[config.mk]
export PLATFORM = sky130hd
export DESIGN_NAME = iacs_top
export DESIGN_NICKNAME = d
export VERILOG_FILES = /design/src/hw/iacs_pkg.sv /design/src/hw/iacs_tick_div.sv /design/src/hw/iacs_modulator_if.sv /design/src/hw/iacs_top.sv
export SDC_FILE = /design/constraint.sdc
export NUM_CORES = 1
export LEC_CHECK = 0
export BUFFER_PORTS_ARGS = -buffer_cell sky130_fd_sc_hd__buf_2
export CORE_MARGIN = 5
export CORE_UTILIZATION = 30
export CTS_BUF_LIST = sky130_fd_sc_hd__clkbuf_16
export CTS_CLUSTER_DIAMETER = 120
export DETAILED_ROUTE_END_ITERATION = 8
export GPL_TIMING_DRIVEN = 0
export PLACE_DENSITY = 0.54
export REMOVE_ABC_BUFFERS = 1
export SETUP_SLACK_MARGIN = 0.3
export SLEW_MARGIN = 0
export SYNTH_ARGS = -nofsm -noshare
export SYNTH_HDL_FRONTEND = slang
export SYNTH_SLANG_ARGS = --single-unit
[constraint.sdc]
create_clock -name sys_clk -period 6.5 [get_ports sys_clk]
set_clock_uncertainty 0.1 [all_clocks]
set_input_delay 1.3 -clock sys_clk [delete_from_list [all_inputs] [get_ports sys_clk]]
set_output_delay 1.3 -clock sys_clk [all_outputs]
set_load 0.02 [all_outputs]
[src/hw/iacs_pkg.sv]
package iacs_pkg;
  // AXI4-Lite register byte addresses
  localparam logic [7:0] ADDR_CFG0   = 8'h00;
  localparam logic [7:0] ADDR_CTRL   = 8'h04;
  localparam logic [7:0] ADDR_RESULT = 8'h08;
  localparam logic [7:0] ADDR_STAT   = 8'h0c;
  localparam logic [7:0] ADDR_MASK   = 8'h10;
  localparam logic [7:0] ADDR_MOD    = 8'h14;

  // acq_config_zero fields
  localparam int OSR_LSB  = 2;
  localparam int OSR_MSB  = 4;
  localparam int NELC_LSB = 5;
  localparam int NELC_MSB = 6;
  localparam int FIN_LSB  = 0;
  localparam int FIN_MSB  = 1;
  localparam logic [7:0] CFG0_RESET = 8'h00;

  // Control register bits (self clearing)
  localparam int CTRL_START = 0;
  localparam int CTRL_DEF   = 1;

  // Status bits
  localparam int STAT_DONE = 0;
  localparam int STAT_SAT  = 1;
  localparam int STAT_W    = 2;

  localparam int OSR_BASE_LOG = 3;

  // RC clock is sys_clk; approximately 8 kHz tick for code 11
  localparam int SYS_CLK_HZ  = 20_000_000;
  localparam int SLOW_FS_HZ  = 8_000;
  localparam int SLOW_DIV    = SYS_CLK_HZ / SLOW_FS_HZ;
  localparam int DIV_W       = 12;
  localparam logic [DIV_W-1:0] DIV_4    = 12'h004;
  localparam logic [DIV_W-1:0] DIV_8    = 12'h008;
  localparam logic [DIV_W-1:0] DIV_32   = 12'h020;
  localparam logic [DIV_W-1:0] DIV_SLOW = DIV_W'(SLOW_DIV);

  localparam int ACC_W = 24;
  localparam logic signed [15:0] FS_POS = 16'sh7fff;
  localparam logic signed [15:0] FS_NEG = -16'sh8000;

  typedef enum logic [1:0] {
    IACS_IDLE  = 2'b00,
    IACS_ELEM  = 2'b01,
    IACS_QUANT = 2'b11,
    IACS_LOAD  = 2'b10
  } iacs_state_e;
endpackage

[src/hw/iacs_tick_div.sv]
`timescale 1ns/1ps
module iacs_tick_div (
  input  wire logic       sys_clk,
  input  wire logic       srst,
  input  wire logic       run,
  input  wire logic [1:0] rate_sel,
  output logic            tick
);
  typedef struct packed {
    logic [iacs_pkg::DIV_W-1:0] cnt;
    logic                       tick;
  } iacs_div_s;

  iacs_div_s s_q;
  iacs_div_s s_d;
  logic [iacs_pkg::DIV_W-1:0] period;

  always_comb
  begin
    unique case (rate_sel)
      2'b00: period = iacs_pkg::DIV_4;
      2'b01: period = iacs_pkg::DIV_8;
      2'b10: period = iacs_pkg::DIV_32;
      2'b11: period = iacs_pkg::DIV_SLOW;
    endcase
  end

  always_comb
  begin
    s_d = s_q;
    s_d.tick = 1'b0;
    if (!run)
      s_d.cnt = '0;
    else if (s_q.cnt == period - 1'b1)
    begin
      s_d.cnt  = '0;
      s_d.tick = 1'b1;
    end
    else
      s_d.cnt = s_q.cnt + 1'b1;
  end

  always_ff @(posedge sys_clk)
  begin
    if (srst)
      s_q <= '0;
    else
      s_q <= s_d;
  end

  assign tick = s_q.tick;
endmodule

[src/hw/iacs_modulator_if.sv]
`timescale 1ns/1ps
// Counts modulator ones over one elementary conversion as an up/down code
module iacs_modulator_if (
  input  wire logic                             sys_clk,
  input  wire logic                             srst,
  input  wire logic                             clear,
  input  wire logic                             sample,
  input  wire logic                             bit_in,
  output logic signed [iacs_pkg::ACC_W-1:0]     count
);
  typedef struct packed {
    logic       meta;
    logic       sync;
    logic signed [iacs_pkg::ACC_W-1:0] cnt;
  } iacs_mod_s;

  iacs_mod_s s_q;
  iacs_mod_s s_d;

  always_comb
  begin
    s_d = s_q;
    s_d.meta = bit_in;
    s_d.sync = s_q.meta;
    if (clear)
      s_d.cnt = '0;
    else if (sample)
      s_d.cnt = s_q.sync ? s_q.cnt + 1'b1 : s_q.cnt - 1'b1;
  end

  always_ff @(posedge sys_clk)
  begin
    if (srst)
      s_q <= '0;
    else
      s_q <= s_d;
  end

  assign count = s_q.cnt;
endmodule

[src/hw/iacs_top.sv]
// Notes on behaviour
// - Setting start or default-trigger bit while idle begins a new conversion; during a conversion it is ignored.
// - Conversion is N elementary conversions back to back, then one quantization step.
// - Each elementary conversion lasts OSR plus one sampling periods.
// - Result is the mean of the elementary results.
// - Offset polarity alternates between successive elementary conversions.
// - Rate field selects RC divided by 4, 8, 32, or about 8 kHz.
// - Config zero bits 4..2 oversampling_ratio_select to two to the three plus field.
// - Config zero bits 6..5 set elementary count to two to the field.
// - Result LSB weighs 2^15 / OSR, so at most log2 OSR plus one bits; the truncated mean adds none for N.
// - Total time is N times OSR plus one, plus one sampling period.
// - Result is a 16-bit two's complement word, high and low byte.
// - Out of range results saturate to 0x7fff or 0x8000.
`timescale 1ns/1ps
module iacs_top (
  input  wire logic        sys_clk,
  input  wire logic        srst,
  input  wire logic [7:0]  s_axi_awaddr,
  input  wire logic        s_axi_awvalid,
  output logic             s_axi_awready,
  input  wire logic [31:0] s_axi_wdata,
  input  wire logic [3:0]  s_axi_wstrb,
  input  wire logic        s_axi_wvalid,
  output logic             s_axi_wready,
  output logic [1:0]       s_axi_bresp,
  output logic             s_axi_bvalid,
  input  wire logic        s_axi_bready,
  input  wire logic [7:0]  s_axi_araddr,
  input  wire logic        s_axi_arvalid,
  output logic             s_axi_arready,
  output logic [31:0]      s_axi_rdata,
  output logic [1:0]       s_axi_rresp,
  output logic             s_axi_rvalid,
  input  wire logic        s_axi_rready,
  input  wire logic        mod_bit,
  output logic             mod_reset,
  output logic             offset_invert,
  output logic             conv_busy,
  output logic             irq
);
  typedef struct packed {
    iacs_pkg::iacs_state_e     st;
    logic [7:0]                cfg0;
    logic [3:0]                nelc;
    logic [10:0]               osr;
    logic [10:0]               per_cnt;
    logic [3:0]                elem_cnt;
    logic                      polarity;
    logic signed [iacs_pkg::ACC_W+3:0] sum;
    logic [15:0]               result;
    logic [iacs_pkg::STAT_W-1:0] stat;
    logic [iacs_pkg::STAT_W-1:0] mask;
    logic                      aw_hold;
    logic [7:0]                aw_addr;
    logic                      w_hold;
    logic [31:0]               w_data;
    logic [3:0]                w_strb;
    logic                      bvalid;
    logic                      rvalid;
    logic [31:0]               rdata;
    logic [1:0]                rresp;
    logic [1:0]                bresp;
    logic                      mb_meta;
    logic                      mb_sync;
  } iacs_top_s;

  iacs_top_s s_q;
  iacs_top_s s_d;

  logic tick;
  logic signed [iacs_pkg::ACC_W-1:0] mod_count;
  logic mod_clear;
  logic signed [iacs_pkg::ACC_W+3:0] mean;
  logic signed [iacs_pkg::ACC_W+3:0] scaled;
  logic [15:0] sat_code;
  logic        sat_flag;
  logic        trig;
  logic        wr_go;
  logic        rd_go;

  function automatic logic [3:0] log2_osr(input logic [2:0] sel);
    log2_osr = 4'(sel) + 4'(iacs_pkg::OSR_BASE_LOG);
  endfunction

  function automatic logic in_map(input logic [7:0] a);
    in_map = (a == iacs_pkg::ADDR_CFG0) || (a == iacs_pkg::ADDR_CTRL)
          || (a == iacs_pkg::ADDR_RESULT) || (a == iacs_pkg::ADDR_STAT)
          || (a == iacs_pkg::ADDR_MASK) || (a == iacs_pkg::ADDR_MOD);
  endfunction

  iacs_tick_div u_div (
    .sys_clk  (sys_clk),
    .srst     (srst),
    .run      (s_q.st != iacs_pkg::IACS_IDLE),
    .rate_sel (s_q.cfg0[iacs_pkg::FIN_MSB:iacs_pkg::FIN_LSB]),
    .tick     (tick)
  );

  iacs_modulator_if u_mod (
    .sys_clk (sys_clk),
    .srst    (srst),
    .clear   (mod_clear),
    .sample  (tick && s_q.st == iacs_pkg::IACS_ELEM),
    .bit_in  (s_q.mb_sync ^ s_q.polarity),
    .count   (mod_count)
  );

  assign wr_go = s_q.aw_hold && s_q.w_hold && !s_q.bvalid;
  assign rd_go = s_axi_arvalid && !s_q.rvalid;
  assign trig  = wr_go && s_q.aw_addr == iacs_pkg::ADDR_CTRL && s_q.w_strb[0]
              && (s_q.w_data[iacs_pkg::CTRL_START] || s_q.w_data[iacs_pkg::CTRL_DEF]);
  assign mod_clear = s_q.st == iacs_pkg::IACS_IDLE
                  || (tick && s_q.st == iacs_pkg::IACS_ELEM && s_q.per_cnt == s_q.osr);

  // Mean by arithmetic shift, since N is a power of two
  assign mean = s_q.sum >>> $clog2(1) >>> s_q.elem_cnt;
  // Scale to 16-bit full scale: code = mean * 2^15 / OSR; OSR never exceeds 2^10,
  // so the shift is always left and the 16-bit word caps the resolution
  assign scaled = mean <<< (4'd15 - log2_osr(s_q.cfg0[iacs_pkg::OSR_MSB:iacs_pkg::OSR_LSB]));

  always_comb
  begin
    sat_flag = 1'b0;
    sat_code = scaled[15:0];
    if (scaled > (iacs_the_max()))
    begin
      sat_code = iacs_pkg::FS_POS;
      sat_flag = 1'b1;
    end
    else if (scaled < (iacs_the_min()))
    begin
      sat_code = iacs_pkg::FS_NEG;
      sat_flag = 1'b1;
    end
  end

  function automatic logic signed [iacs_pkg::ACC_W+3:0] iacs_the_max();
    iacs_the_max = (iacs_pkg::ACC_W+4)'(iacs_pkg::FS_POS);
  endfunction

  function automatic logic signed [iacs_pkg::ACC_W+3:0] iacs_the_min();
    iacs_the_min = (iacs_pkg::ACC_W+4)'(iacs_pkg::FS_NEG);
  endfunction

  always_comb
  begin
    s_d = s_q;
    // Pin is asynchronous: two flops before the polarity logic reads it
    s_d.mb_meta = mod_bit;
    s_d.mb_sync = s_q.mb_meta;
    // Sequencer
    unique case (s_q.st)
      iacs_pkg::IACS_IDLE:
      begin
        if (trig)
        begin
          s_d.st       = iacs_pkg::IACS_ELEM;
          s_d.osr      = 11'(1) << log2_osr(s_q.cfg0[iacs_pkg::OSR_MSB:iacs_pkg::OSR_LSB]);
          s_d.nelc     = 4'(1) << s_q.cfg0[iacs_pkg::NELC_MSB:iacs_pkg::NELC_LSB];
          s_d.per_cnt  = '0;
          s_d.elem_cnt = '0;
          s_d.polarity = 1'b0;
          s_d.sum      = '0;
        end
      end
      iacs_pkg::IACS_ELEM:
      begin
        if (tick)
        begin
          if (s_q.per_cnt == s_q.osr)
          begin
            s_d.per_cnt  = '0;
            // Undo the offset inversion so both polarities add the same sign of signal
            s_d.sum      = s_q.polarity ? s_q.sum - mod_count : s_q.sum + mod_count;
            s_d.polarity = ~s_q.polarity;
            s_d.elem_cnt = s_q.elem_cnt + 1'b1;
            if (s_q.elem_cnt + 1'b1 == s_q.nelc)
              s_d.st = iacs_pkg::IACS_QUANT;
          end
          else
            s_d.per_cnt = s_q.per_cnt + 1'b1;
        end
      end
      iacs_pkg::IACS_QUANT:
      begin
        if (tick)
        begin
          s_d.st       = iacs_pkg::IACS_LOAD;
          s_d.elem_cnt = 4'($clog2(1)) + 4'(s_q.cfg0[iacs_pkg::NELC_MSB:iacs_pkg::NELC_LSB]);
        end
      end
      iacs_pkg::IACS_LOAD:
      begin
        s_d.result = sat_code;
        s_d.st     = iacs_pkg::IACS_IDLE;
      end
    endcase

    // AXI4-Lite write side: address and data taken in either order
    if (s_axi_awvalid && !s_q.aw_hold)
    begin
      s_d.aw_hold = 1'b1;
      s_d.aw_addr = s_axi_awaddr;
    end
    if (s_axi_wvalid && !s_q.w_hold)
    begin
      s_d.w_hold = 1'b1;
      s_d.w_data = s_axi_wdata;
      s_d.w_strb = s_axi_wstrb;
    end
    if (wr_go)
    begin
      s_d.aw_hold = 1'b0;
      s_d.w_hold  = 1'b0;
      s_d.bvalid  = 1'b1;
      s_d.bresp   = in_map(s_q.aw_addr) ? 2'b00 : 2'b10;
      if (s_q.aw_addr == iacs_pkg::ADDR_CFG0 && s_q.w_strb[0])
        s_d.cfg0 = s_q.w_data[7:0];
      if (s_q.aw_addr == iacs_pkg::ADDR_MASK && s_q.w_strb[0])
        s_d.mask = s_q.w_data[iacs_pkg::STAT_W-1:0];
      if (s_q.aw_addr == iacs_pkg::ADDR_STAT && s_q.w_strb[0])
        s_d.stat = s_q.stat & ~s_q.w_data[iacs_pkg::STAT_W-1:0];
    end
    if (s_q.bvalid && s_axi_bready)
      s_d.bvalid = 1'b0;

    // Hardware set wins over a same-cycle clear
    if (s_q.st == iacs_pkg::IACS_LOAD)
    begin
      s_d.stat[iacs_pkg::STAT_DONE] = 1'b1;
      if (sat_flag)
        s_d.stat[iacs_pkg::STAT_SAT] = 1'b1;
    end

    if (rd_go)
    begin
      s_d.rvalid = 1'b1;
      s_d.rresp  = in_map(s_axi_araddr) ? 2'b00 : 2'b10;
      unique case (s_axi_araddr)
        iacs_pkg::ADDR_CFG0:   s_d.rdata = {24'h000000, s_q.cfg0};
        iacs_pkg::ADDR_RESULT: s_d.rdata = {16'h0000, s_q.result};
        iacs_pkg::ADDR_STAT:   s_d.rdata = 32'(s_q.stat);
        iacs_pkg::ADDR_MASK:   s_d.rdata = 32'(s_q.mask);
        iacs_pkg::ADDR_MOD:    s_d.rdata = {30'h00000000, s_q.polarity,
                                            s_q.st != iacs_pkg::IACS_IDLE};
        default:               s_d.rdata = 32'h00000000;
      endcase
    end
    else if (s_q.rvalid && s_axi_rready)
      s_d.rvalid = 1'b0;
  end

  always_ff @(posedge sys_clk)
  begin
    if (srst)
    begin
      s_q      <= '0;
      s_q.cfg0 <= iacs_pkg::CFG0_RESET;
    end
    else
      s_q <= s_d;
  end

  assign s_axi_awready = !s_q.aw_hold;
  assign s_axi_wready  = !s_q.w_hold;
  assign s_axi_bvalid  = s_q.bvalid;
  assign s_axi_bresp   = s_q.bresp;
  assign s_axi_arready = !s_q.rvalid;
  assign s_axi_rvalid  = s_q.rvalid;
  assign s_axi_rdata   = s_q.rdata;
  assign s_axi_rresp   = s_q.rresp;
  assign mod_reset     = mod_clear;
  assign offset_invert = s_q.polarity;
  assign conv_busy     = s_q.st != iacs_pkg::IACS_IDLE;
  assign irq           = |(s_q.stat & s_q.mask);
endmodule

==> summary.md <==
| Metric | Value |
|---|---|
| Status | completed |
| Distinct cells, synth | 110 |
| CP Class | reg -> reg |
| Multi-input gate area | roughly 10000 µm² |
| RePlAce Congestion | between 0.9 and 1 |
| Setup crit start kind | register |
| Async SR Flop Fraction | 0 |
| Hold Path Cell Cnt | 1 |
| Post-synth EDFFs | 0 |
| I/O Buffers | 59 |
| Vias | roughly 13000 |
| Maximum VDD drop | 169 µV |
| Largest net degree at the start of global routing | 88 |
| Number of setup violations in the final report | 0 |
| CTS Hold Buffers Added | 0 |
| WHS Endpoint | u_div.s_q[1] |
| Area grow syn2layout | 6.30% |
| Period minus WS final | 5.46 ns |
| Sequence of cells on the critical path | inv_2 -> ha_2 -> clkinv_1 -> nor2_1 -> a32oi_1 -> o211a_1 -> mux4_2 -> o211ai_1 -> or3_4 -> nor4_4 -> a31o_2 -> a311o_1 |
| WP data required | around 6.8 ns |
| CP Buf/Inv Count | 2 |
| Syn Inst Count | approximately 1800 |
| Flops & latches, synth | about 170 |
| First-pass GRT wire length | 66500 µm |
| Crit Reg-Reg Startpoint | s_q[167] |
| Slew Viols, Final | 0 |
| NumNets Final | approximately 1900 |
| Worst slew pin tran | 1.14 ns |
| Final period util | 0.839 |
| Clock transition at path regs | 0.07 ns |
| CP arrival | around 5.7 ns |
| Skew-Pair Late Insertion Delay | between 0.4 and 0.5 ns |
| DP Area | between 10000 and 15000 µm² |
| Worst reg2reg endpoint | s_q[90] |
| CTS tree | yes |
| PostCTS Resize Cnt | 0 |
| Antenna diodes | 0 |
| Final Hold Fails | 0 |
| # DRC | 0 |
| Filler cells | ~5000 |
| H-tree Lvls | 4 |
| Grt total ovfl | 0 |
| Crit path largest cell delay | just over 0.8 ns |
| Max-slew headroom | 0.242 |
| Die boundary width | 230 µm |
| Top FF cell, synth | dfxtp_1 |
| Pwr Density | approximately 140 nW/µm² |
| Rows | 80 |
| Share of cells above drive strength 1 | 0.120 |
| Number of CTS-inserted buffers | 17 |
| Worst slack, placed | between 1 and 1.5 ns |
| FF+latch area | 3390 µm² |
| Worst min path class | reg -> reg |
| PnR worst setup slack | roughly 1.0 ns |
| Routed Antenna Nets | 0 |
| Leak | between 5 and 6 nW |
| Root Buffer | clkbuf_16 |
| Core ar. | approximately 48000 µm² |
| RSZ-0062 raised after global routing | no |
| Clock sink count | about 170 |
| Pre-Repair DR Iteration Count | 5 |
| Avg WL per Cell | around 17 µm |
| Pwr Total | 2.16 mW |
| I/O Pins | around 110 |
| Vias in the first global route | 12400 |
| Setup crit end kind | register |
| Design area | ~15000 µm² |
| Reg2Reg Depth | 12 |
| Initial antenna violation count | 0 |
| Gr usage total | 0.150 |
| Via/cell ratio | between 5 and 6 |
| Final HPWL DP | approximately 30000 µm |
| Cell family with most CP delay | compound AO/OA/AOI/OAI gates |
| Yosys warnings | 0 |
| Post-synthesis sequential area ratio | 0.233 |
| Post-Synthesis Cell Area | 14500 µm² |
| Fmax achieved | roughly 180 MHz |
| Post-CTS Repair Setup Buffers | 0 |
| Slowest cell on the critical path | ha_2 |
| Clk buf depth | 2 |
| Hold path startpoint | u_div.s_q[1] |
| Initial core utilization | 0.304 |
| Syn avg cell area | between 8 and 9 µm² |
| R2r setup slk | roughly 1.0 ns |
| Critical path peak fanout | 42 |
| Initial DRC Count | approximately 980 |
| Maximum Capacitance Violations | 0 |
| Height of the die | 230 µm |
| Drt total wl | ~41000 µm |
| DIE AREA | between 50000 and 60000 µm² |
area by class of cell:
cell class / instances / share of cell area
Clock buffer: 17 / 0.0276
Sequential cell: 169 / 0.220
Clock inverter: 15 / 0.00820
Tap cell: 615 / 0.0499
Timing Repair Buffer: 70 / 0.0331
Multi-Input combinational cell: 1440 / 0.651
Inverter: 43 / 0.0105
worst reg2reg max path, delay by kind of cell, from the launching register on:
family | cells | cell delay [ns]
muxes | 1 | 0.47
adders and majority gates | 1 | 0.83
buffers and inverters | 2 | 1.43
DFF | 1 | 0.40
AOI/OAI and AO/OA | 5 | 1.44
and+or+nand+nor | 3 | 0.65
logic make-up (layout without fill, tap and decap cells):
logic type	after synthesis	after routing	synth area share
AND/OR/NAND/NOR	654	654	0.213
AO/OA/AOI/OAI	450	450	0.210
buffers and inverters	199	145	0.0825
flip-flops	169	169	0.233
multiplexers	157	157	0.146
XOR/XNOR	99	99	0.0598
adder cells (fa/ha/maj)	62	62	0.0545
other	1	18	0.000259
synthesized netlist by cell type, drive strengths merged, types with 16 or more instances:
library cell	n	area, µm²
mux2i	90	905
a31oi	18	113
a211oi	16	120
nand2b	19	119
nand2	188	706
xnor2	50	438
nor2	196	736
o22ai	16	100
ha	60	751
inv	42	158
buf	72	523
a21oi	140	708
mux4	38	886
o211ai	18	135
nand3	60	300
clkbuf	83	502
o21ai	70	350
mux2	29	330
xor2	49	429
dfxtp	169	3380
nor3	61	315
a21o	17	128
and3	25	164
where the power goes:
group          internal, mW  switching [mW]
clock network         0.525           0.450
registers              1.05          0.0108
logic                0.0390          0.0852
total                  1.61           0.546
per-stage QoR:
step,util,setup TNS (ns),cells,hold WS [ns]
6_report,0.323,0,2369,0.347
5_1_grt,0.323,0,2369,0.363
4_1_cts,0.323,0,2369,0.348
3_5_place_dp,0.311,0,2337,0.332
3_3_place_gp,0.306,-58.66,2326,0.328
2_1_floorplan,-,-6.06,1652,0.314
cells in the final DEF (no fill, tap or decap), types with 17 or more instances in the layout:
| cell type | n |
|---|---|
| dfxtp_1 | 164 |
| mux2_2 | 27 |
| nand3_1 | 60 |
| a21oi_1 | 136 |
| and3_1 | 22 |
| conb_1 | 18 |
| xnor2_1 | 49 |
| nor3_1 | 59 |
| a21o_1 | 17 |
| o211ai_1 | 18 |
| mux4_2 | 30 |
| ha_1 | 59 |
| inv_1 | 42 |
| mux2i_1 | 89 |
| nand2b_1 | 19 |
| nor2_1 | 196 |
| xor2_1 | 48 |
| buf_2 | 58 |
| clkbuf_16 | 17 |
| o21ai_0 | 68 |
| a31oi_1 | 18 |
| nand2_1 | 188 |
metal layers:
| metal | up-vias | GRT usage | wire length [µm] | part of all wire |
|---|---|---|---|---|
| met5 | - | 0 | 0 | 0 |
| met4 | 0 | 0.0432 | 841 | 0.021 |
| met2 | 295 | 0.241 | 18600 | 0.46 |
| met3 | 46 | 0.0223 | 1710 | 0.042 |
| li1 | 6444 | - | - | - |
| met1 | 6122 | 0.209 | 19300 | 0.48 |
worst max-delay path by stage:
stage | start | end | slack (ns) | cells past startpoint
3_5_place_dp | s_q[167] | s_q[90] | 1.14 | 12
3_3_place_gp | s_q[167] | s_q[90] | -3.15 | 12
2_1_floorplan | s_q[167] | s_q[89] | -0.42 | 12
4_1_cts | s_q[167] | s_q[90] | 1.14 | 12
6_report | s_q[167] | s_q[90] | 1.04 | 12
5_1_grt | s_q[167] | s_q[91] | 0.72 | 11
registers in the layout (all words and copies together) (netlist names):
signal / count
u_div.tick: 1
s_axi_rvalid: 1
u_mod.count: 24
s_q: 108
s_axi_rresp: 1
s_axi_rdata: 16
s_d: 1
u_div.s_q: 12
s_axi_bresp: 1
s_axi_bvalid: 1
u_mod.s_d: 1
offset_invert: 1
u_mod.s_q: 1
No activity file was read; power rests on OpenSTA's default activity.
